$ cat config.mk
export PLATFORM = sky130hd
export DESIGN_NAME = tec_top
export DESIGN_NICKNAME = d
export VERILOG_FILES = /design/src/core/tec_pkg.sv /design/src/core/tec_evt_if.sv /design/src/core/tec_edge_det.sv /design/src/core/tec_out_ctrl.sv /design/src/core/tec_top.sv
export SDC_FILE = /design/constraint.sdc
export NUM_CORES = 1
export LEC_CHECK = 0
export ABC_AREA = 1
export BUFFER_PORTS_ARGS = -buffer_cell sky130_fd_sc_hd__buf_2
export CORE_AREA = 2 2 114 127
export CTS_BUF_LIST = sky130_fd_sc_hd__clkbuf_8
export DETAILED_ROUTE_END_ITERATION = 8
export DIE_AREA = 0 0 116 129
export PLACE_DENSITY = 0.82
export REMOVE_ABC_BUFFERS = 1
export SYNTH_ARGS = -nofsm -noshare
export SYNTH_HDL_FRONTEND = slang
export SYNTH_SLANG_ARGS = --single-unit
$ cat constraint.sdc
create_clock -name clock -period 4.8 [get_ports clock]
set_clock_uncertainty 0.2 [all_clocks]
set_input_delay 0.48 -clock clock [delete_from_list [all_inputs] [get_ports clock]]
set_output_delay 0.48 -clock clock [all_outputs]
set_load 0.1 [all_outputs]
$ cat src/core/tec_pkg.sv
// Package with register map, reset values and types of the timer block
// Summary of operation
// - Clearing count enable zeroes counter at once
// - Re-enable before count clock: zero on it
// - Re-enable later: zero on next count clock
// - External prescaler code counts event input edges
// - Event rate up to one eighth clock
// - Event mode enable loads zero, then counts
// - Enabling while enabled leaves count alone
// - Compare match pulses output logic and irq
// - Clear-on-match makes compare B interval timer
// - Valid event edge copies count to capture while count enable is set
// - Capture edge follows the edge mode setting
// - Running outputs move only on overflow, matches or one-shot start
// - Output mode decoder per enable, pulse, mode
// - Polarity bit inverts active level sense
// - Disabled output drives inverse of polarity
package tec_pkg;
    localparam logic [7:0]  OFF_CTRL        = 8'h00;
    localparam logic [7:0]  OFF_PRESCALE    = 8'h04;
    localparam logic [7:0]  OFF_COMPARE_A   = 8'h08;
    localparam logic [7:0]  OFF_COMPARE_B   = 8'h0C;
    localparam logic [7:0]  OFF_COUNT       = 8'h10;
    localparam logic [7:0]  OFF_CAPTURE     = 8'h14;
    localparam logic [7:0]  OFF_COMPARE_MODE = 8'h18;
    localparam logic [7:0]  OFF_OUTPUT_CTRL = 8'h1C;
    localparam logic [7:0]  OFF_SINGLE_PULSE = 8'h20;
    localparam logic [7:0]  OFF_EDGE_MODE   = 8'h24;
    localparam logic [7:0]  OFF_IRQ_STATUS  = 8'h28;
    localparam logic [7:0]  OFF_IRQ_MASK    = 8'h2C;
    localparam int          CTRL_CE_BIT     = 0;
    localparam int          CMODE_CLR_BIT   = 0;
    localparam int          CMODE_WAVE_LSB  = 1;
    localparam int          OCTRL_EN0_BIT   = 0;
    localparam int          OCTRL_POL0_BIT  = 1;
    localparam int          OCTRL_EN1_BIT   = 2;
    localparam int          OCTRL_POL1_BIT  = 3;
    localparam int          SP_OS_LSB       = 0;
    localparam int          SP_START_LSB    = 2;
    localparam logic [3:0]  PRESCALE_RST    = 4'h1;
    localparam logic [3:0]  PRESCALE_EXT    = 4'hF;
    localparam logic [3:0]  PRESCALE_MAX    = 4'h8;
    localparam logic [11:0] PRESCALE_BASE   = 12'h008;
    localparam logic [2:0]  CMODE_RST       = 3'h0;
    localparam logic [3:0]  OCTRL_RST       = 4'h0;
    localparam logic [1:0]  EDGE_RST        = 2'h0;
    localparam logic [15:0] COUNT_MAX       = 16'hFFFF;
    localparam int          IRQ_MATCH_A     = 0;
    localparam int          IRQ_MATCH_B     = 1;
    localparam int          IRQ_OVERFLOW    = 2;
    localparam int          IRQ_CAPTURE     = 3;
    localparam int          EVENT_MIN_PHASE_CLK = 4;
    localparam int          EVENT_RATE_DIV  = 8;

    typedef enum logic [1:0] {
        EDGE_FALL,
        EDGE_RISE,
        EDGE_BOTH,
        EDGE_NONE
    } tec_edge_t;

    typedef enum {
        WAVE_FIXED,
        WAVE_TOGGLE,
        WAVE_PWM,
        WAVE_PPG,
        WAVE_ONESHOT
    } tec_wave_t;
endpackage

$ cat src/core/tec_evt_if.sv
// Interface carrying counter events and output settings
`timescale 1ns/1ps
interface tec_evt_if;
    logic       matchA;
    logic       matchB;
    logic       overflow;
    logic       running;
    logic [1:0] start;
    logic [1:0] enable;
    logic [1:0] polarity;
    logic [1:0] singlePulse;
    logic [1:0] waveMode;
    logic       clearOnMatchB;

    modport src
    (
        output matchA, matchB, overflow, running, start, enable,
        output polarity, singlePulse, waveMode, clearOnMatchB
    );
    modport sink
    (
        input matchA, matchB, overflow, running, start, enable,
        input polarity, singlePulse, waveMode, clearOnMatchB
    );
endinterface

$ cat src/core/tec_edge_det.sv
// Event input synchroniser and valid edge detector
`timescale 1ns/1ps
module tec_edge_det
(
    input  wire logic       clock,
    input  wire logic       rst,
    input  wire logic       ce,
    input  wire logic       pinIn,
    input  wire logic [1:0] edgeMode,
    output logic            edgePulse
);
    logic [2:0] sync_reg;
    logic       rise;
    logic       fall;

    always_ff @(posedge clock or posedge rst)
    begin
        if (rst)
            sync_reg <= 3'h0;
        else if (ce)
            sync_reg <= {sync_reg[1:0], pinIn};
    end

    assign rise = sync_reg[1] & ~sync_reg[2];
    assign fall = ~sync_reg[1] & sync_reg[2];

    always_comb
    begin
        case (edgeMode)
            tec_pkg::EDGE_FALL: edgePulse = ce & fall;
            tec_pkg::EDGE_RISE: edgePulse = ce & rise;
            tec_pkg::EDGE_BOTH: edgePulse = ce & (rise | fall);
            default:            edgePulse = 1'b0;
        endcase
    end
endmodule

$ cat src/core/tec_out_ctrl.sv
// Output control for the two timer output pins
`timescale 1ns/1ps
module tec_out_ctrl
(
    input  wire logic clock,
    input  wire logic rst,
    input  wire logic ce,
    tec_evt_if.sink   ev,
    output logic      timerOutA,
    output logic      timerOutB
);
    logic [1:0] act_reg;
    logic [1:0] pin_reg;
    logic [1:0] match;

    function automatic tec_pkg::tec_wave_t decode(input logic ch,
        input logic en, input logic os, input logic [1:0] mode,
        input logic clr);
        tec_pkg::tec_wave_t w;
        w = tec_pkg::WAVE_TOGGLE;
        if (!en)
            w = tec_pkg::WAVE_FIXED;
        else if (os)
            w = tec_pkg::WAVE_ONESHOT;
        else if (!ch)
        begin
            if ((mode == 2'b01 || mode == 2'b10) && !clr)
                w = tec_pkg::WAVE_PWM;
            else if (mode == 2'b11 && clr)
                w = tec_pkg::WAVE_PPG;
        end
        else if (mode == 2'b10)
            w = tec_pkg::WAVE_PWM;
        return w;
    endfunction

    assign match = {ev.matchB, ev.matchA};

    genvar i;
    generate
        for (i = 0; i < 2; i++)
        begin : g_chan
            tec_pkg::tec_wave_t wave;
            assign wave = decode(1'(i), ev.enable[i], ev.singlePulse[i],
                                 ev.waveMode, ev.clearOnMatchB);

            always_ff @(posedge clock or posedge rst)
            begin
                if (rst)
                    act_reg[i] <= 1'b0;
                else if (ce)
                begin
                    if (!ev.running)
                        act_reg[i] <= (wave == tec_pkg::WAVE_PWM) ||
                                      (wave == tec_pkg::WAVE_PPG);
                    else
                    begin
                        case (wave)
                            tec_pkg::WAVE_TOGGLE:
                                if (match[i])
                                    act_reg[i] <= ~act_reg[i];
                            tec_pkg::WAVE_PWM:
                                if (match[i])
                                    act_reg[i] <= 1'b0;
                                else if (ev.overflow)
                                    act_reg[i] <= 1'b1;
                            tec_pkg::WAVE_PPG:
                                if (ev.matchA)
                                    act_reg[i] <= 1'b0;
                                else if (ev.matchB || ev.overflow)
                                    act_reg[i] <= 1'b1;
                            tec_pkg::WAVE_ONESHOT:
                                if (ev.start[i])
                                    act_reg[i] <= 1'b1;
                                else if (match[i])
                                    act_reg[i] <= 1'b0;
                            default:
                                act_reg[i] <= 1'b0;
                        endcase
                    end
                end
            end

            always_ff @(posedge clock or posedge rst)
            begin
                if (rst)
                    pin_reg[i] <= 1'b1;
                else if (ce)
                begin
                    case (wave)
                        tec_pkg::WAVE_FIXED:
                            pin_reg[i] <= ~ev.polarity[i];
                        tec_pkg::WAVE_PWM,
                        tec_pkg::WAVE_PPG:
                            pin_reg[i] <= act_reg[i] ^ ev.polarity[i];
                        default:
                            pin_reg[i] <= ~(act_reg[i] ^ ev.polarity[i]);
                    endcase
                end
            end
        end
    endgenerate

    assign timerOutA = pin_reg[0];
    assign timerOutB = pin_reg[1];
endmodule

$ cat src/core/tec_top.sv
// Timer with event counting, compare, capture and outputs on APB
//
// Our own choices: the register addresses and the APB slave port.
`timescale 1ns/1ps
module tec_top
(
    input  wire logic        clock,
    input  wire logic        rst,
    input  wire logic        ce,
    input  wire logic        psel,
    input  wire logic        penable,
    input  wire logic        pwrite,
    input  wire logic [7:0]  paddr,
    input  wire logic [31:0] pwdata,
    output logic [31:0]      prdata,
    output logic             pready,
    output logic             pslverr,
    input  wire logic        eventCaptureInput,
    output logic             timerOutA,
    output logic             timerOutB,
    output logic             irq
);
    logic        countEnable_reg;
    logic [3:0]  prescSel_reg;
    logic [15:0] compareA_reg;
    logic [15:0] compareB_reg;
    logic [15:0] count_reg;
    logic [15:0] capture_reg;
    logic [1:0]  waveMode_reg;
    logic        clearOnMatchB_reg;
    logic [3:0]  outCtrl_reg;
    logic [1:0]  singlePulse_reg;
    logic [1:0]  start_reg;
    logic [1:0]  edgeMode_reg;
    logic [3:0]  irqStatus_reg;
    logic [3:0]  irqMask_reg;
    logic [10:0] divCnt_reg;
    logic        startPend_reg;
    logic        clrPend_reg;
    logic        stepped_reg;
    logic        overflow_reg;
    logic [31:0] prdata_reg;
    logic [31:0] rdMux;
    logic [10:0] prescMask;
    logic        edgePulse;
    logic        countTick;
    logic        matchA;
    logic        matchB;
    logic        wrEn;
    logic        mapped;
    logic        ctrlWrite;
    logic [3:0]  irqEvents;

    tec_evt_if evIf ();

    function automatic logic isMapped(input logic [7:0] a);
        return (a[1:0] == 2'b00) && (a <= tec_pkg::OFF_IRQ_MASK);
    endfunction

    function automatic logic hit(input logic [7:0] a,
                                 input logic [7:0] off);
        return a == off;
    endfunction

    // APB slave: zero wait states, error on unmapped address
    assign mapped    = isMapped(paddr);
    assign pready    = 1'b1;
    assign pslverr   = psel & penable & ~mapped;
    assign prdata    = prdata_reg;
    assign wrEn      = psel & penable & pwrite & mapped;
    assign ctrlWrite = wrEn & hit(paddr, tec_pkg::OFF_CTRL);

    always_comb
    begin
        rdMux = 32'h0000_0000;
        case (paddr)
            tec_pkg::OFF_CTRL:         rdMux[0] = countEnable_reg;
            tec_pkg::OFF_PRESCALE:     rdMux[3:0] = prescSel_reg;
            tec_pkg::OFF_COMPARE_A:    rdMux[15:0] = compareA_reg;
            tec_pkg::OFF_COMPARE_B:    rdMux[15:0] = compareB_reg;
            tec_pkg::OFF_COUNT:        rdMux[15:0] = count_reg;
            tec_pkg::OFF_CAPTURE:      rdMux[15:0] = capture_reg;
            tec_pkg::OFF_COMPARE_MODE:
                rdMux[2:0] = {waveMode_reg, clearOnMatchB_reg};
            tec_pkg::OFF_OUTPUT_CTRL:  rdMux[3:0] = outCtrl_reg;
            tec_pkg::OFF_SINGLE_PULSE: rdMux[1:0] = singlePulse_reg;
            tec_pkg::OFF_EDGE_MODE:    rdMux[1:0] = edgeMode_reg;
            tec_pkg::OFF_IRQ_STATUS:   rdMux[3:0] = irqStatus_reg;
            tec_pkg::OFF_IRQ_MASK:     rdMux[3:0] = irqMask_reg;
            default:                   rdMux = 32'h0000_0000;
        endcase
    end

    // Read data latched in the setup cycle
    always_ff @(posedge clock or posedge rst)
    begin
        if (rst)
            prdata_reg <= 32'h0000_0000;
        else if (ce && psel && !penable && !pwrite)
            prdata_reg <= rdMux;
    end

    // Software-written configuration
    always_ff @(posedge clock or posedge rst)
    begin
        if (rst)
        begin
            countEnable_reg   <= 1'b0;
            prescSel_reg      <= tec_pkg::PRESCALE_RST;
            compareA_reg      <= 16'h0000;
            compareB_reg      <= 16'h0000;
            waveMode_reg      <= tec_pkg::CMODE_RST[2:1];
            clearOnMatchB_reg <= tec_pkg::CMODE_RST[0];
            outCtrl_reg       <= tec_pkg::OCTRL_RST;
            singlePulse_reg   <= 2'h0;
            edgeMode_reg      <= tec_pkg::EDGE_RST;
            irqMask_reg       <= 4'h0;
        end
        else if (ce && wrEn)
        begin
            case (paddr)
                tec_pkg::OFF_CTRL:
                    countEnable_reg <= pwdata[tec_pkg::CTRL_CE_BIT];
                tec_pkg::OFF_PRESCALE:    prescSel_reg <= pwdata[3:0];
                tec_pkg::OFF_COMPARE_A:   compareA_reg <= pwdata[15:0];
                tec_pkg::OFF_COMPARE_B:   compareB_reg <= pwdata[15:0];
                tec_pkg::OFF_COMPARE_MODE:
                begin
                    clearOnMatchB_reg <= pwdata[tec_pkg::CMODE_CLR_BIT];
                    waveMode_reg <= pwdata[tec_pkg::CMODE_WAVE_LSB +: 2];
                end
                tec_pkg::OFF_OUTPUT_CTRL: outCtrl_reg <= pwdata[3:0];
                tec_pkg::OFF_SINGLE_PULSE:
                    singlePulse_reg <= pwdata[tec_pkg::SP_OS_LSB +: 2];
                tec_pkg::OFF_EDGE_MODE:   edgeMode_reg <= pwdata[1:0];
                tec_pkg::OFF_IRQ_MASK:    irqMask_reg <= pwdata[3:0];
                default:                  ;
            endcase
        end
    end

    // Write-only one-shot start triggers, one cycle each
    always_ff @(posedge clock or posedge rst)
    begin
        if (rst)
            start_reg <= 2'h0;
        else if (ce)
            start_reg <= (wrEn && hit(paddr, tec_pkg::OFF_SINGLE_PULSE))
                       ? pwdata[tec_pkg::SP_START_LSB +: 2] : 2'h0;
    end

    // Prescaler: divide by 8 shl code, codes 9 to 14 as code 8, or external event edges
    always_ff @(posedge clock or posedge rst)
    begin
        if (rst)
            divCnt_reg <= 11'h000;
        else if (ce)
            divCnt_reg <= divCnt_reg + 11'h001;
    end

    always_comb
    begin
        logic [11:0] m;
        m = 12'h000;
        if (prescSel_reg > tec_pkg::PRESCALE_MAX)
            m = tec_pkg::PRESCALE_BASE << tec_pkg::PRESCALE_MAX;
        else
            m = tec_pkg::PRESCALE_BASE << prescSel_reg;
        prescMask = 11'(m - 12'h001);
    end

    tec_edge_det u_edge
    (
        .clock     (clock),
        .rst       (rst),
        .ce        (ce),
        .pinIn     (eventCaptureInput),
        .edgeMode  (edgeMode_reg),
        .edgePulse (edgePulse)
    );

    assign countTick = (prescSel_reg == tec_pkg::PRESCALE_EXT)
                     ? edgePulse
                     : ((divCnt_reg & prescMask) == prescMask);

    // Counter with enable, start-from-zero and clear-on-match
    always_ff @(posedge clock or posedge rst)
    begin
        if (rst)
        begin
            count_reg     <= 16'h0000;
            startPend_reg <= 1'b0;
            clrPend_reg   <= 1'b0;
            stepped_reg   <= 1'b0;
            overflow_reg  <= 1'b0;
        end
        else if (ce)
        begin
            stepped_reg  <= 1'b0;
            overflow_reg <= 1'b0;
            if (matchB && clearOnMatchB_reg)
                clrPend_reg <= 1'b1;
            if (ctrlWrite && !pwdata[tec_pkg::CTRL_CE_BIT])
            begin
                count_reg     <= 16'h0000;
                startPend_reg <= 1'b0;
                clrPend_reg   <= 1'b0;
            end
            else if (ctrlWrite && !countEnable_reg)
                startPend_reg <= 1'b1;
            else if (countEnable_reg && countTick)
            begin
                stepped_reg <= 1'b1;
                if (startPend_reg || clrPend_reg)
                begin
                    count_reg     <= 16'h0000;
                    startPend_reg <= 1'b0;
                    clrPend_reg   <= 1'b0;
                end
                else
                begin
                    count_reg    <= count_reg + 16'h0001;
                    overflow_reg <= count_reg == tec_pkg::COUNT_MAX;
                end
            end
        end
    end

    assign matchA = countEnable_reg & stepped_reg &
                    (count_reg == compareA_reg);
    assign matchB = countEnable_reg & stepped_reg &
                    (count_reg == compareB_reg);

    // Capture on each valid edge while counting
    always_ff @(posedge clock or posedge rst)
    begin
        if (rst)
            capture_reg <= 16'h0000;
        else if (ce && edgePulse && countEnable_reg)
            capture_reg <= count_reg;
    end

    // Sticky status, write one to clear, set wins
    assign irqEvents[tec_pkg::IRQ_MATCH_A]  = matchA;
    assign irqEvents[tec_pkg::IRQ_MATCH_B]  = matchB;
    assign irqEvents[tec_pkg::IRQ_OVERFLOW] = overflow_reg;
    assign irqEvents[tec_pkg::IRQ_CAPTURE]  = edgePulse & countEnable_reg;

    always_ff @(posedge clock or posedge rst)
    begin
        if (rst)
            irqStatus_reg <= 4'h0;
        else if (ce)
        begin
            if (wrEn && hit(paddr, tec_pkg::OFF_IRQ_STATUS))
                irqStatus_reg <= (irqStatus_reg & ~pwdata[3:0]) |
                                 irqEvents;
            else
                irqStatus_reg <= irqStatus_reg | irqEvents;
        end
    end

    assign irq = |(irqStatus_reg & irqMask_reg);

    // Output control wiring
    assign evIf.matchA        = matchA;
    assign evIf.matchB        = matchB;
    assign evIf.overflow      = overflow_reg;
    assign evIf.running       = countEnable_reg;
    assign evIf.start         = start_reg;
    assign evIf.enable        = {outCtrl_reg[tec_pkg::OCTRL_EN1_BIT],
                                 outCtrl_reg[tec_pkg::OCTRL_EN0_BIT]};
    assign evIf.polarity      = {outCtrl_reg[tec_pkg::OCTRL_POL1_BIT],
                                 outCtrl_reg[tec_pkg::OCTRL_POL0_BIT]};
    assign evIf.singlePulse   = singlePulse_reg;
    assign evIf.waveMode      = waveMode_reg;
    assign evIf.clearOnMatchB = clearOnMatchB_reg;

    tec_out_ctrl u_out
    (
        .clock     (clock),
        .rst       (rst),
        .ce        (ce),
        .ev        (evIf),
        .timerOutA (timerOutA),
        .timerOutB (timerOutB)
    );
endmodule

==> Word level (Yosys, flattened, before mapping) <==
Cells that the tools add are included.
Widths: inputs -> output; s select.
{ "totals": {"register_bits": 128, "wordCells": 208, "out_inout_bits": 37, "inputBits": 47} }
{ "classes": {"n_addsub": 3, "n_shift": 1, "eq_ne": 42, "n_reduce_logical": 49, "muxes": 54, "order_cmp": 2, "bitwise_logic": 32} }
{ "ops": {"columns": ["operator", "n"], "rows": [
  ["$eq 32x3->1 const B", 6],
  ["$mux 32", 5],
  ["$eq 32x2->1 const B", 4],
  ["$eq 32x1->1 const B", 2],
  ["$logic_not 32->1", 2],
  ["$mux 16", 4],
  ["$pmux 12 s4", 1],
  ["$eq 16x16->1", 2],
  ["$eq 8x5->1 const B", 4],
  ["$eq 8x6->1 const B", 4],
  ["$mux 1", 30],
  ["$reduce_and 2->1", 9],
  ["$add 16x1->16 const B", 1],
  ["$eq 16x16->1 const B", 1],
  ["$eq 8x4->1 const B", 2],
  ["$ne 4x4->1 const B", 4],
  ["$logic_and 1x1->1", 15],
  ["$and 1x1->1", 14],
  ["$pmux 1 s12", 1],
  ["$add 11x1->11 const B", 1],
  ["$and 11x11->11", 1],
  ["$eq 11x11->1", 1],
  ["$mux 11", 1],
  ["$pmux 1 s11", 1],
  ["other kinds (34)", 67]
]} }

==> Longest topological paths before layout <==
Gate-level depths: netlist of the first run.
{ "logic_depth": {"word_depth": 10, "ltp_mapped": 16} }

==> Hierarchy <==
A second synthesis of the first run with hierarchy kept.
{ "unflattened": {"cells_unflattened": 1019, "area_unflattened_um2": 7517.2} }
{ "modules_own_cells": {"columns": ["module", "area_per_inst_um2", "cells_each", "n_inst"], "rows": [
  ["tec_top", 6814.0, 908, 1],
  ["tec_out_ctrl", 470.5, 79, 1],
  ["tec_edge_det", 232.7, 32, 1]
]} }

==> Worst setup path before layout of the first run <==
OpenSTA, ideal clock, no wires.
{ "synth_path": {"path_kind": "register to output", "start": "register irqStatus_reg[1]", "end": "output port irq", "stages_incl_launch_ff": 3, "arrival_time_ns": 2.476, "setup_slack_ns": 1.644, "cell_sequence": "dfrtp_1 > inv_1 > o21ai_0"} }
{ "synth_via": {"elab_chain_len": 2} }
{ "synth_rtl": {"columns": ["item", "line", "text"], "rows": [
  ["from (decl)", "tec_top.sv:35", "logic [3:0] irqStatus_reg;"],
  ["from (signal assigned)", "tec_top.sv:256", "irqStatus_reg <= (irqStatus_reg & ~pwdata[3:0]) |"],
  ["from (signal assigned)", "tec_top.sv:259", "irqStatus_reg <= irqStatus_reg | irqEvents;"],
  ["$and 4x4->4", "tec_top.sv:263", "assign irq = |(irqStatus_reg & irqMask_reg);"],
  ["$reduce_or 4->1", "tec_top.sv:263", null],
  ["to (decl)", "tec_top.sv:21", "output logic irq"]
]} }
No other way between the ends.

==> Final worst setup path of the first run <==
{ "layout_path": {"start": "register prescSel_reg[1]", "end": "register count_reg[4]"} }
{ "layout_via": {"elab_chain_len": 9, "word_cells_on_any_way": 11} }
{ "layout_rtl": {"columns": ["item", "line", "text"], "rows": [
  ["from (decl)", "tec_top.sv:24", "logic [3:0] prescSel_reg;"],
  ["from (signal assigned)", "tec_top.sv:109", "prescSel_reg <= tec_pkg::PRESCALE_RST;"],
  ["from (signal assigned)", "tec_top.sv:124", "tec_pkg::OFF_PRESCALE: prescSel_reg <= pwdata[3:0];"],
  ["$gt 4x4->1 or $shl 4x4->11 (tied branches)", "tec_top.sv:165, tec_top.sv:168", null],
  ["$mux 11", "tec_top.sv:165", "if (prescSel_reg > tec_pkg::PRESCALE_MAX)"],
  ["$sub 11x1->11", "tec_top.sv:169", "prescMask = 11'(m - 12'h001);"],
  ["$and 11x11->11", "tec_top.sv:184", ": ((divCnt_reg & prescMask) == prescMask);"],
  ["$eq 11x11->1", "tec_top.sv:184", null],
  ["$mux 1 (*)", "tec_top.sv:183", "? edgePulse"],
  ["$logic_and 1x1->1 (*)", "tec_top.sv:211", "else if (countEnable_reg && countTick)"],
  ["$reduce_bool 2->1 (no line) (*)", null, null],
  ["$reduce_and 3->1 (no line) (*)", null, null],
  ["to (signal assigned)", "tec_top.sv:222", "count_reg <= count_reg + 16'h0001;"],
  ["to (decl)", "tec_top.sv:27", "logic [15:0] count_reg;"]
]} }
Mark *: on every way between the ends. The rest lies on a longest branch, timed or not.
A chain may end at the register's enable or synchronous reset.

==> results of run 1 <==
## timing repair
action | in CTS | in global routing
setup endpoints to repair | 0 | 0
hold endpoints to repair | 39 | 0
hold buffers | 1 | 0
## Yosys cell counts (2+ instances only)
master	number	area [µm²]
sky130_fd_sc_hd__nor3_2	3	30.03
sky130_fd_sc_hd__dfrtp_1	125	3128
sky130_fd_sc_hd__dfstp_2	3	78.83
sky130_fd_sc_hd__o22ai_1	19	118.9
sky130_fd_sc_hd__nor2_2	7	43.79
sky130_fd_sc_hd__nand2_2	2	12.51
sky130_fd_sc_hd__conb_1	2	7.510
sky130_fd_sc_hd__clkbuf_1	9	33.78
sky130_fd_sc_hd__nand2_1	314	1179
sky130_fd_sc_hd__buf_4	19	142.6
sky130_fd_sc_hd__o31ai_1	2	15.01
sky130_fd_sc_hd__nand3_2	5	50.05
sky130_fd_sc_hd__o21a_1	2	15.01
sky130_fd_sc_hd__ha_1	10	125.1
sky130_fd_sc_hd__inv_2	4	15.01
sky130_fd_sc_hd__nor2_1	74	277.8
sky130_fd_sc_hd__o211ai_1	2	15.01
sky130_fd_sc_hd__nor3b_1	3	22.52
sky130_fd_sc_hd__buf_2	15	75.07
sky130_fd_sc_hd__inv_1	121	454.2
sky130_fd_sc_hd__o21ai_0	97	485.5
sky130_fd_sc_hd__a31oi_1	3	18.77
sky130_fd_sc_hd__xor2_1	17	148.9
sky130_fd_sc_hd__nor3_1	19	95.09
sky130_fd_sc_hd__xnor2_1	3	26.28
sky130_fd_sc_hd__nand3_1	49	245.2
sky130_fd_sc_hd__o21ai_1	38	190.2
sky130_fd_sc_hd__a21oi_1	13	65.06
sky130_fd_sc_hd__nand4_1	14	87.58
sky130_fd_sc_hd__o21ai_2	6	52.55
## critical path, stage by stage, from the launching register on
cell and delay, ps:
sky130_fd_sc_hd__dfrtp_1 440, sky130_fd_sc_hd__inv_1 170, sky130_fd_sc_hd__nand2_1 90, sky130_fd_sc_hd__inv_1 80, sky130_fd_sc_hd__nand2_1 50, sky130_fd_sc_hd__ha_1 280
sky130_fd_sc_hd__o21a_1 130, sky130_fd_sc_hd__nand3_1 80, sky130_fd_sc_hd__nor2_1 120, sky130_fd_sc_hd__nand3_1 90, sky130_fd_sc_hd__nand2_1 80, sky130_fd_sc_hd__nand3_1 110
sky130_fd_sc_hd__nor2_1 450, sky130_fd_sc_hd__nand2_1 120, sky130_fd_sc_hd__nand2_1 90
## layer usage
layer  vias up  GRT usage, %
li1       3327             -
met1      3201         35.93
met2       303         44.58
met3        43         6.359
met4         0         11.34
met5         -             0
## layout make-up
class / instances / area [µm²] / share of cell area, %
multi-input combinational: 734 / 3547 / 43.31
clock inverter: 11 / 136.4 / 1.665
timing repair buffer: 56 / 297.8 / 3.636
tap: 188 / 235.2 / 2.872
inverter: 126 / 478.0 / 5.836
sequential: 128 / 3207 / 39.15
clock buffer: 21 / 289.0 / 3.529
## metrics by stage
| step | instance area [µm²] | instances |
|---|---|---|
| finish | 8190 | 1264 |
| global route | 8190 | 1264 |
| CTS | 8190 | 1264 |
| detailed placement | 7755 | 1231 |
| global placement | 7755 | 1231 |
| floorplan | 7229 | 988 |
## worst paths after layout
check                             startpoint                  to  cells past startpoint
setup / recovery             prescSel_reg[1]        count_reg[4]                     14
hold / removal             eventCaptureInput  u_edge.sync_reg[0]                      3
hold reg to reg              u_out.timerOutA     u_out.timerOutA                      2
min in group asynchronous                rst       divCnt_reg[9]                      3
setup reg to reg             prescSel_reg[1]        count_reg[4]                     14
max in group asynchronous                rst      capture_reg[4]                      4
## power breakdown
part           switching (mW)  leakage [nW]  total, mW  internal (mW)
Sequential             0.0332          1.71       1.15           1.11
Combinational           0.179          2.10      0.236         0.0563
Clock                   0.424         0.215      0.986          0.563
Total                   0.636          4.03       2.37           1.73
## cells by family after synthesis
family | Yosys count | share of synthesized area (%)
and+or+nand+nor | 500 | 28.99
AOI/OAI and AO/OA | 187 | 13.81
buffers and inverters | 170 | 9.928
DFF | 128 | 43.13
xor gates and xnor gates | 20 | 2.356
adders and majority gates | 10 | 1.683
other | 2 | 0.1010
==> results.json, run 1 <==
{
  "outcome": "finished, final reports clean",
  "dp_slack_ps": 1893,
  "maxCapViolCount": 0,
  "routed-wl-met2_um": 9146,
  "critPathMaxFanout": 6,
  "clock-sinks": 128,
  "detailroute.wirelength.met3_um": 1321,
  "dp_hpwl_um": 14020,
  "final.period_utilization_pct": 55.11,
  "fill_cells": 1303,
  "core_area_um2": 13630,
  "finalCriticalPeriod_ps": 2645,
  "core.rowCount": 45,
  "syn-mean-instance-area_um2": 7.312,
  "setup_ws_ps": 2155,
  "synthArstFlopShare_pct": 100.0,
  "post_cts_buffers": 0,
  "synthFlopType": "sky130_fd_sc_hd__dfrtp_1",
  "hold_path_class": "primary input to register",
  "chipWidth_um": 116,
  "met1_length_um": 8271,
  "number_of_global_route_vias_before_repair": 6562,
  "postLayoutCoreUtil_pct": 60.11,
  "clock_path_buffers": 2,
  "share_of_post_route_cells_with_drive_strength_above_1_pct": 11.52,
  "power.total_mw": 2.370,
  "holdWs_ps": 20.77,
  "timing_max_transition_violations_final": 0,
  "cts_tree": "done",
  "max_slew_headroom_pct": 49.67,
  "start_util_pct": 54.57,
  "mostFrequentLayoutCell": "sky130_fd_sc_hd__nand2_1",
  "cp.required_ps": 5000,
  "leakage_nw": 4.027,
  "number_of_enable_flip_flop_cells_after_synthesis": 0,
  "wl_um": 19310,
  "dieHeight_um": 129,
  "pwr_density_cell_nw_per_um2": 289.3,
  "clkLatencyLatePin_ps": 450,
  "overall_die_area_um2": 14960,
  "arrival_ps": 2840,
  "wire_per_inst_um": 15.28,
  "synthCells": 1017,
  "top_signal_layer_used": "met4",
  "finalNetCount": 1120,
  "grt_max_degree": 54,
  "power.ir.vdd_worst_v": 0.0002464,
  "ios": 84,
  "via_count": 6874,
  "drt_iter0_markers": 741,
  "kind_of_critical_path": "register to register",
  "post_drt_via_cell_ratio": 5.438,
  "portion_of_the_post_synthesis_area_used_by_sequential_elements_pct": 43.13,
  "wire_length_of_the_first_global_routing_pass_um": 31840,
  "ctsRootBufferMaster": "sky130_fd_sc_hd__clkbuf_8",
  "synth.distinct_cells": 47,
  "worst_pin_slew_ps": 754.1,
  "grt_antenna_before_repair": 0,
  "htree_levels": 4,
  "reg_to_reg_slack_setup_ps": 2150,
  "areaGrowthSynthToFinish_pct": 10.15,
  "clkSlewWorstSetupHoldPaths_ps": 80,
  "finalWeightedCongestion": 0.9559,
  "setup.worst_path.start_class": "register",
  "max_freq_ghz": 0.3780,
  "syn-cell-area_um2": 7436,
  "final_count_of_hold_timing_violations": 0,
  "grt_util_all_layers_pct": 27.60,
  "rsz_0062_raised_after_global_routing": "false",
  "layout_common_cells": "sky130_fd_sc_hd__nand2_1, sky130_fd_sc_hd__dfrtp_1, sky130_fd_sc_hd__inv_1, sky130_fd_sc_hd__o21ai_0, sky130_fd_sc_hd__nor2_1",
  "yosysWarningCount": 0,
  "drt_drc_violations_left": 0,
  "placement.io_buffers": 50,
  "cts_buffers": 17,
  "cts-resized-gates": 0,
  "grt_overflow_total": 0,
  "ys_seq_elements": 128,
  "drt_first_pass_iters": 6,
  "timing.final.setup_violations": 0,
  "finalSetupTns_ps": 0,
  "cp-end-kind": "register",
  "post_detailed_route_count_of_antenna_violating_nets": 0,
  "diodes": 0
}
No activity file was read; power rests on OpenSTA's default activity.
==> inputs of run 2 (changes only) <==
--- a/config.mk
+++ b/config.mk
@@ -11,7 +11,7 @@
 export CTS_BUF_LIST = sky130_fd_sc_hd__clkbuf_8
 export DETAILED_ROUTE_END_ITERATION = 8
 export DIE_AREA = 0 0 116 129
-export PLACE_DENSITY = 0.82
+export PLACE_DENSITY = 0.85
 export REMOVE_ABC_BUFFERS = 1
 export SYNTH_ARGS = -nofsm -noshare
 export SYNTH_HDL_FRONTEND = slang
==> constraint.sdc (replaced) <==
create_clock -name clock -period 2.4 [get_ports clock]
set_clock_uncertainty 0.2 [all_clocks]
set_input_delay 0.24 -clock clock [delete_from_list [all_inputs] [get_ports clock]]
set_output_delay 0.24 -clock clock [all_outputs]
set_load 0.1 [all_outputs]
==> run 2 against run 1 <==
  * Flip-flop and latch count did not move
  * Design area rose by 5.8%
  * First-iteration DRC count rose by 3.0%
  * Fmax rose by 19%
  * Critical path type unchanged
==> results.json, run 2 (synthesis results as in run 1) <==
{
  "outcome": "finished, final reports clean",
  "layout_common_cells": "sky130_fd_sc_hd__nand2_1, sky130_fd_sc_hd__dfrtp_1, sky130_fd_sc_hd__inv_1, sky130_fd_sc_hd__o21ai_0, sky130_fd_sc_hd__nor2_1",
  "setup.worst_path.start_class": "register",
  "share_of_post_route_cells_with_drive_strength_above_1_pct": 13.86,
  "critPathMaxFanout": 5,
  "ctsRootBufferMaster": "sky130_fd_sc_hd__clkbuf_8",
  "wire_per_inst_um": 15.74,
  "maxCapViolCount": 0,
  "rsz_0062_raised_after_global_routing": "false",
  "grt_max_degree": 49,
  "clock_path_buffers": 2,
  "max_stage_delay_ps": 570,
  "leakage_nw": 4.255,
  "sw_frac_of_total_pct": 26.28,
  "timing_max_transition_violations_final": 0,
  "cell_by_cell_listing_of_the_critical_path": "nand2_2 > inv_2 > nand2_1 > ha_1 > o21a_1 > nand3_1 > nor2_1 > nand3_1 > nand2_2 > nand2_4 > nand2_4 > buf_6 > nand3_1 > nand2_1",
  "finalWeightedCongestion": 0.9995,
  "core_area_um2": 13630,
  "timing.final.setup_violations": 0,
  "fin_area_um2": 8663,
  "clkSlewWorstSetupHoldPaths_ps": 80,
  "ios": 84,
  "arrival_ps": 2430,
  "cp.required_ps": 2600,
  "post_detailed_route_count_of_antenna_violating_nets": 0,
  "power.ir.vdd_worst_v": 0.0004125,
  "max_slew_headroom_pct": 49.58,
  "hold_path_class": "primary input to register",
  "start_util_pct": 54.57,
  "wl_um": 20550,
  "grt_util_all_layers_pct": 29.06,
  "mostFrequentLayoutCell": "sky130_fd_sc_hd__nand2_1",
  "setup_ws_ps": 174.2,
  "dp_slack_ps": 73.14,
  "cell_type_of_the_slowest_stage_on_the_worst_timing_path": "sky130_fd_sc_hd__dfstp_2",
  "grt_overflow_total": 0,
  "areaGrowthSynthToFinish_pct": 16.51,
  "power.share.clock_pct": 43.2,
  "number_of_global_route_vias_before_repair": 6784,
  "chipWidth_um": 116,
  "dieHeight_um": 129,
  "final.period_utilization_pct": 92.74,
  "htree_levels": 4,
  "cp-end-kind": "register",
  "placement.io_buffers": 50,
  "clock-sinks": 128,
  "wire_length_of_the_first_global_routing_pass_um": 33300,
  "core.rowCount": 45,
  "worst_pin_slew_ps": 755.5,
  "via_count": 7114,
  "diodes": 0,
  "sequentialPowerShare_pct": 46.5,
  "pwr_density_cell_nw_per_um2": 570.8,
  "overall_die_area_um2": 14960,
  "p_int_mw": 3.646,
  "p_sw_mw": 1.299,
  "drt_iter0_markers": 763,
  "cts_buffers": 17,
  "drt_drc_violations_left": 0,
  "comb_power_share_pct": 10.3,
  "clkLatencyLatePin_ps": 470,
  "post_drt_via_cell_ratio": 5.447,
  "power.total_mw": 4.945,
  "critical_path.most_common_cell": "sky130_fd_sc_hd__nand3_1",
  "area_post_placement_um2": 7945,
  "dp_hpwl_um": 14820,
  "max_freq_ghz": 0.4493,
  "finalNetCount": 1162,
  "drt_first_pass_iters": 5,
  "grt_antenna_before_repair": 0,
  "cts_tree": "done",
  "finalCriticalPeriod_ps": 2226,
  "kind_of_critical_path": "register to register",
  "final_count_of_hold_timing_violations": 0,
  "fill_cells": 1206
}
## run 2: area by class of cell
cell class / instances / area [µm²] / area share (%)
clock inverter: 13 / 193.9 / 2.239
timing repair buffer: 98 / 684.4 / 7.900
tap: 188 / 235.2 / 2.715
sequential: 128 / 3207 / 37.02
multi-input combinational: 734 / 3601 / 41.57
inverter: 126 / 480.5 / 5.546
clock buffer: 19 / 261.5 / 3.018
## run 2: power groups by stage
stage	logic (mW)	registers [mW]	clock network (mW)
after floorplan	0.340	2.34	0
after global placement	0.473	2.33	0
after detailed placement	0.483	2.34	0
after CTS	0.508	2.30	2.15
after global routing	0.564	2.31	2.24
final	0.511	2.30	2.14
## run 2: final timing paths
check | end | depth (start not counted) | slack, ps | from
setup / recovery | count_reg[12] | 14 | 170 | prescSel_reg[0]
hold / removal | evIf.singlePulse[1] | 3 | 20 | pwdata[1]
setup reg to reg | count_reg[12] | 14 | 170 | prescSel_reg[0]
hold reg to reg | u_out.timerOutA | 2 | 270 | u_out.timerOutA
max in group asynchronous | capture_reg[3] | 4 | 1180 | rst
min in group asynchronous | divCnt_reg[4] | 3 | 180 | rst
## run 2: stage by stage
stage	hold slack, ps	cells	utilization (%)	TNS, ps
6_report	15.35	1306	63.58	0
2_1_floorplan	131.0	988	-	-192280
3_3_place_gp	132.1	1253	58.31	0
5_1_grt	23.75	1306	63.58	0
3_5_place_dp	138.8	1253	58.31	0
4_1_cts	3.306	1303	62.98	0
## run 2: critical path: cells and delay by family (launching register included)
kind / cells / cell delay, ps
simple gates: 10 / 830
buf+inv: 2 / 170
compound gates: 1 / 120
flops: 1 / 570
fa+ha+maj: 1 / 270
## run 2: repair_timing
action / in CTS / in global routing
gates resized for setup: 0 / 17
hold buffers: 18 / 0
buffers inserted: 0 / 3
setup endpoints to repair: 0 / 18
hold endpoints to repair: 73 / 0
## run 2: layer usage
metal  vias to the layer above  GRT usage [%]  part of all wire, %
met5                         -              0                    0
met4                         0          13.66                  3.9
met3                        68          5.794                  7.0
met2                       329          47.33                   48
met1                      3305          37.32                   41
li1                       3412              -                    -
==> inputs of run 3 (changes only) <==
--- a/config.mk
+++ b/config.mk
@@ -7,12 +7,13 @@
 export LEC_CHECK = 0
 export ABC_AREA = 1
 export BUFFER_PORTS_ARGS = -buffer_cell sky130_fd_sc_hd__buf_2
-export CORE_AREA = 2 2 114 127
+export CORE_AREA = 2 2 115 128
 export CTS_BUF_LIST = sky130_fd_sc_hd__clkbuf_8
 export DETAILED_ROUTE_END_ITERATION = 8
-export DIE_AREA = 0 0 116 129
-export PLACE_DENSITY = 0.85
+export DIE_AREA = 0 0 117 130
+export PLACE_DENSITY = 0.84
 export REMOVE_ABC_BUFFERS = 1
 export SYNTH_ARGS = -nofsm -noshare
 export SYNTH_HDL_FRONTEND = slang
+export SYNTH_HIERARCHICAL = 1
 export SYNTH_SLANG_ARGS = --single-unit
==> run 3 against run 2 <==
  * Die area up 1.6%
  * Highest routed layer unchanged
  * Sequential power about the same
  * Fmax shrank 6.7%
  * Sequential share of layout area shrank 1.5 points
  * First-iteration DRC count rose by 4.5%
  * Critical endpoint unchanged
  * Synthesized cell count increased by 0.20%
  * Utilization increased by 0.51 points
  * Register-to-register slack got worse by 160 ps
==> results.json, run 3 <==
{
  "dieHeight_um": 130,
  "grt_antenna_before_repair": 0,
  "via_count": 7368,
  "hold_path_class": "primary input to async pin",
  "fill_cells": 1196,
  "cp-end-kind": "register",
  "synth.distinct_cells": 46,
  "dp_hpwl_um": 14970,
  "clock_path_buffers": 2,
  "number_of_enable_flip_flop_cells_after_synthesis": 0,
  "core.rowCount": 46,
  "areaGrowthSynthToFinish_pct": 20.22,
  "maxCapViolCount": 0,
  "synthMostInstantiatedCell": "sky130_fd_sc_hd__nand2_1",
  "post_synth_most_frequent_cells": "sky130_fd_sc_hd__nand2_1, sky130_fd_sc_hd__dfrtp_1, sky130_fd_sc_hd__inv_1",
  "critPathMaxFanout": 12,
  "grt_util_all_layers_pct": 28.38,
  "synthCells": 1019,
  "wire_length_of_the_first_global_routing_pass_um": 32800,
  "pwr_density_cell_nw_per_um2": 568.4,
  "leakage_nw": 4.498,
  "arrival_ps": 2580,
  "drt_first_pass_iters": 6,
  "placement.io_buffers": 50,
  "cts_buffers": 17,
  "ys_seq_elements": 128,
  "grt_overflow_total": 0,
  "drt_drc_violations_left": 0,
  "ctsRootBufferMaster": "sky130_fd_sc_hd__clkbuf_8",
  "final_count_of_hold_timing_violations": 0,
  "yosysWarningCount": 6,
  "htree_levels": 4,
  "syn-mean-instance-area_um2": 7.377,
  "chipWidth_um": 117,
  "grt_max_degree": 46,
  "synthArstFlopShare_pct": 100.0,
  "post_synth_main_area_contributors": "sky130_fd_sc_hd__dfrtp_1, sky130_fd_sc_hd__nand2_1, sky130_fd_sc_hd__o21ai_0, sky130_fd_sc_hd__inv_1, sky130_fd_sc_hd__nand3_1",
  "finalNetCount": 1187,
  "start_util_pct": 53.31,
  "cts_tree": "done",
  "drt_iter0_markers": 797,
  "core_area_um2": 14100,
  "setup.worst_path.start_class": "register",
  "dp_slack_ps": 57.68,
  "overall_die_area_um2": 15210,
  "area_post_placement_um2": 8224,
  "share_of_post_route_cells_with_drive_strength_above_1_pct": 17.79,
  "postLayoutCoreUtil_pct": 64.09,
  "setup_ws_ps": 14.41,
  "finalCriticalPeriod_ps": 2386,
  "fin_area_um2": 9037,
  "clkLatencyLatePin_ps": 460,
  "power.ir.vdd_worst_v": 0.0003759,
  "worst_pin_slew_ps": 511.4,
  "synthDominantCellAreaShare_pct": 41.61,
  "clock-sinks": 128,
  "rsz_0062_raised_after_global_routing": "true",
  "netlist.top_cell.by_area": "sky130_fd_sc_hd__dfrtp_1",
  "timing.final.setup_violations": 0,
  "max_freq_ghz": 0.4192,
  "wire_per_inst_um": 15.96,
  "post_detailed_route_count_of_antenna_violating_nets": 0,
  "layout_common_cells": "sky130_fd_sc_hd__nand2_1, sky130_fd_sc_hd__dfrtp_1, sky130_fd_sc_hd__inv_1, sky130_fd_sc_hd__o21ai_0, sky130_fd_sc_hd__nand3_1",
  "ios": 84,
  "layout.area.seq_um2": 3208,
  "mostFrequentLayoutCell": "sky130_fd_sc_hd__nand2_1",
  "wl_um": 21270,
  "timing_max_transition_violations_final": 0,
  "max_slew_headroom_pct": 65.91,
  "syn-cell-area_um2": 7517,
  "cp.required_ps": 2590,
  "post_drt_via_cell_ratio": 5.527,
  "area_used_by_multi_input_combinational_logic_um2": 3746,
  "finalWeightedCongestion": 0.9967,
  "diodes": 0,
  "synthFlopType": "sky130_fd_sc_hd__dfrtp_1",
  "number_of_global_route_vias_before_repair": 6803,
  "clkSlewWorstSetupHoldPaths_ps": 70,
  "final.period_utilization_pct": 99.40,
  "kind_of_critical_path": "register to register",
  "portion_of_the_post_synthesis_area_used_by_sequential_elements_pct": 42.66,
  "outcome": "finished, final reports clean"
}
## run 3: changes by cell type after synthesis, moves of 6 or more
| cell | previous run | this run |
|---|---|---|
| sky130_fd_sc_hd__nand2_1 | 314 | 344 |
| sky130_fd_sc_hd__nor2_1 | 74 | 50 |
| sky130_fd_sc_hd__xor2_1 | 17 | 25 |
| sky130_fd_sc_hd__o22ai_1 | 19 | 2 |
| sky130_fd_sc_hd__inv_2 | 4 | 11 |
| sky130_fd_sc_hd__clkbuf_1 | 9 | 16 |
| sky130_fd_sc_hd__o21ai_1 | 38 | 6 |
| sky130_fd_sc_hd__a21oi_1 | 13 | 7 |
| sky130_fd_sc_hd__inv_1 | 121 | 111 |
| sky130_fd_sc_hd__nand3_1 | 49 | 69 |
| sky130_fd_sc_hd__o2111ai_1 | 1 | 17 |
## run 3: final cells by class
cell class	count	area share, %
clock buffer	18	2.741
timing repair buffer	126	10.01
clock inverter	12	2.395
multi-input combinational	732	41.45
tap	192	2.658
sequential	128	35.50
inverter	125	5.247
## run 3: where the power goes
part | leakage, nW | internal, mW | switching, mW
Sequential | 1.74 | 2.25 | 0.0820
Clock | 0.228 | 1.35 | 0.854
Combinational | 2.53 | 0.167 | 0.440
## run 3: logic make-up after synthesis
logic type | share of synthesized area (%)
other cells | 0.09990
compound gates | 10.27
xor+xnor | 3.728
fa+ha+maj | 1.664
flops | 42.66
buf+inv | 10.04
simple gates | 31.54
## run 3: path summary, 6_finish.rpt
check,slack (ps),startpoint,depth (start not counted),to
max,10,prescSel_reg[3],16,count_reg[12]
min reg2reg,270,prdata[6],2,prdata[6]
min,30,rst,3,u_edge/sync_reg[1]
min in group clock,30,pwdata[3],3,compareA_reg[3]
max reg2reg,10,prescSel_reg[3],16,count_reg[12]
max in group asynchronous,1200,rst,4,count_reg[7]
## run 3: per-stage QoR
step	setup TNS [ps]	hold slack, ps	std cells	power, mW
global placement	0	-51.06	1280	2.918
CTS	0	6.667	1327	5.149
floorplan	-150690	-206.4	984	2.774
global route	-2089	22.25	1333	5.327
finish	0	27.84	1333	5.137
detailed placement	0	-41.11	1280	2.931
## run 3: repair_timing
item,CTS,global route
setup buffers,0,5
hold buffers,17,0
endpoints found under the setup margin,0,19
gates resized for setup,0,32
hold endpoints to repair,68,0
## run 3: critical path, stage by stage, from the launching register on
cell and delay [ps]:
sky130_fd_sc_hd__dfrtp_1 410, sky130_fd_sc_hd__nor2_4 160, sky130_fd_sc_hd__nand3_2 80, sky130_fd_sc_hd__ha_1 280, sky130_fd_sc_hd__inv_1 30, sky130_fd_sc_hd__nand2_1 50, sky130_fd_sc_hd__nand3b_1 70, sky130_fd_sc_hd__nor2_1 120
sky130_fd_sc_hd__nand2_1 60, sky130_fd_sc_hd__nor2_1 80, sky130_fd_sc_hd__nand2_1 90, sky130_fd_sc_hd__nand2_2 140, sky130_fd_sc_hd__nand2_4 90, sky130_fd_sc_hd__nand2_8 120, sky130_fd_sc_hd__buf_12 150, sky130_fd_sc_hd__nand3_1 80
sky130_fd_sc_hd__nand2_1 100
## run 3: per-layer routing
layer  GRT usage (%)  share of wire, %  up-vias
met4           14.88               5.9        0
met2           46.99                48      363
li1                -                 -     3461
met5               0                 0        -
met1           34.12                39     3446
met3           7.153               6.9       98
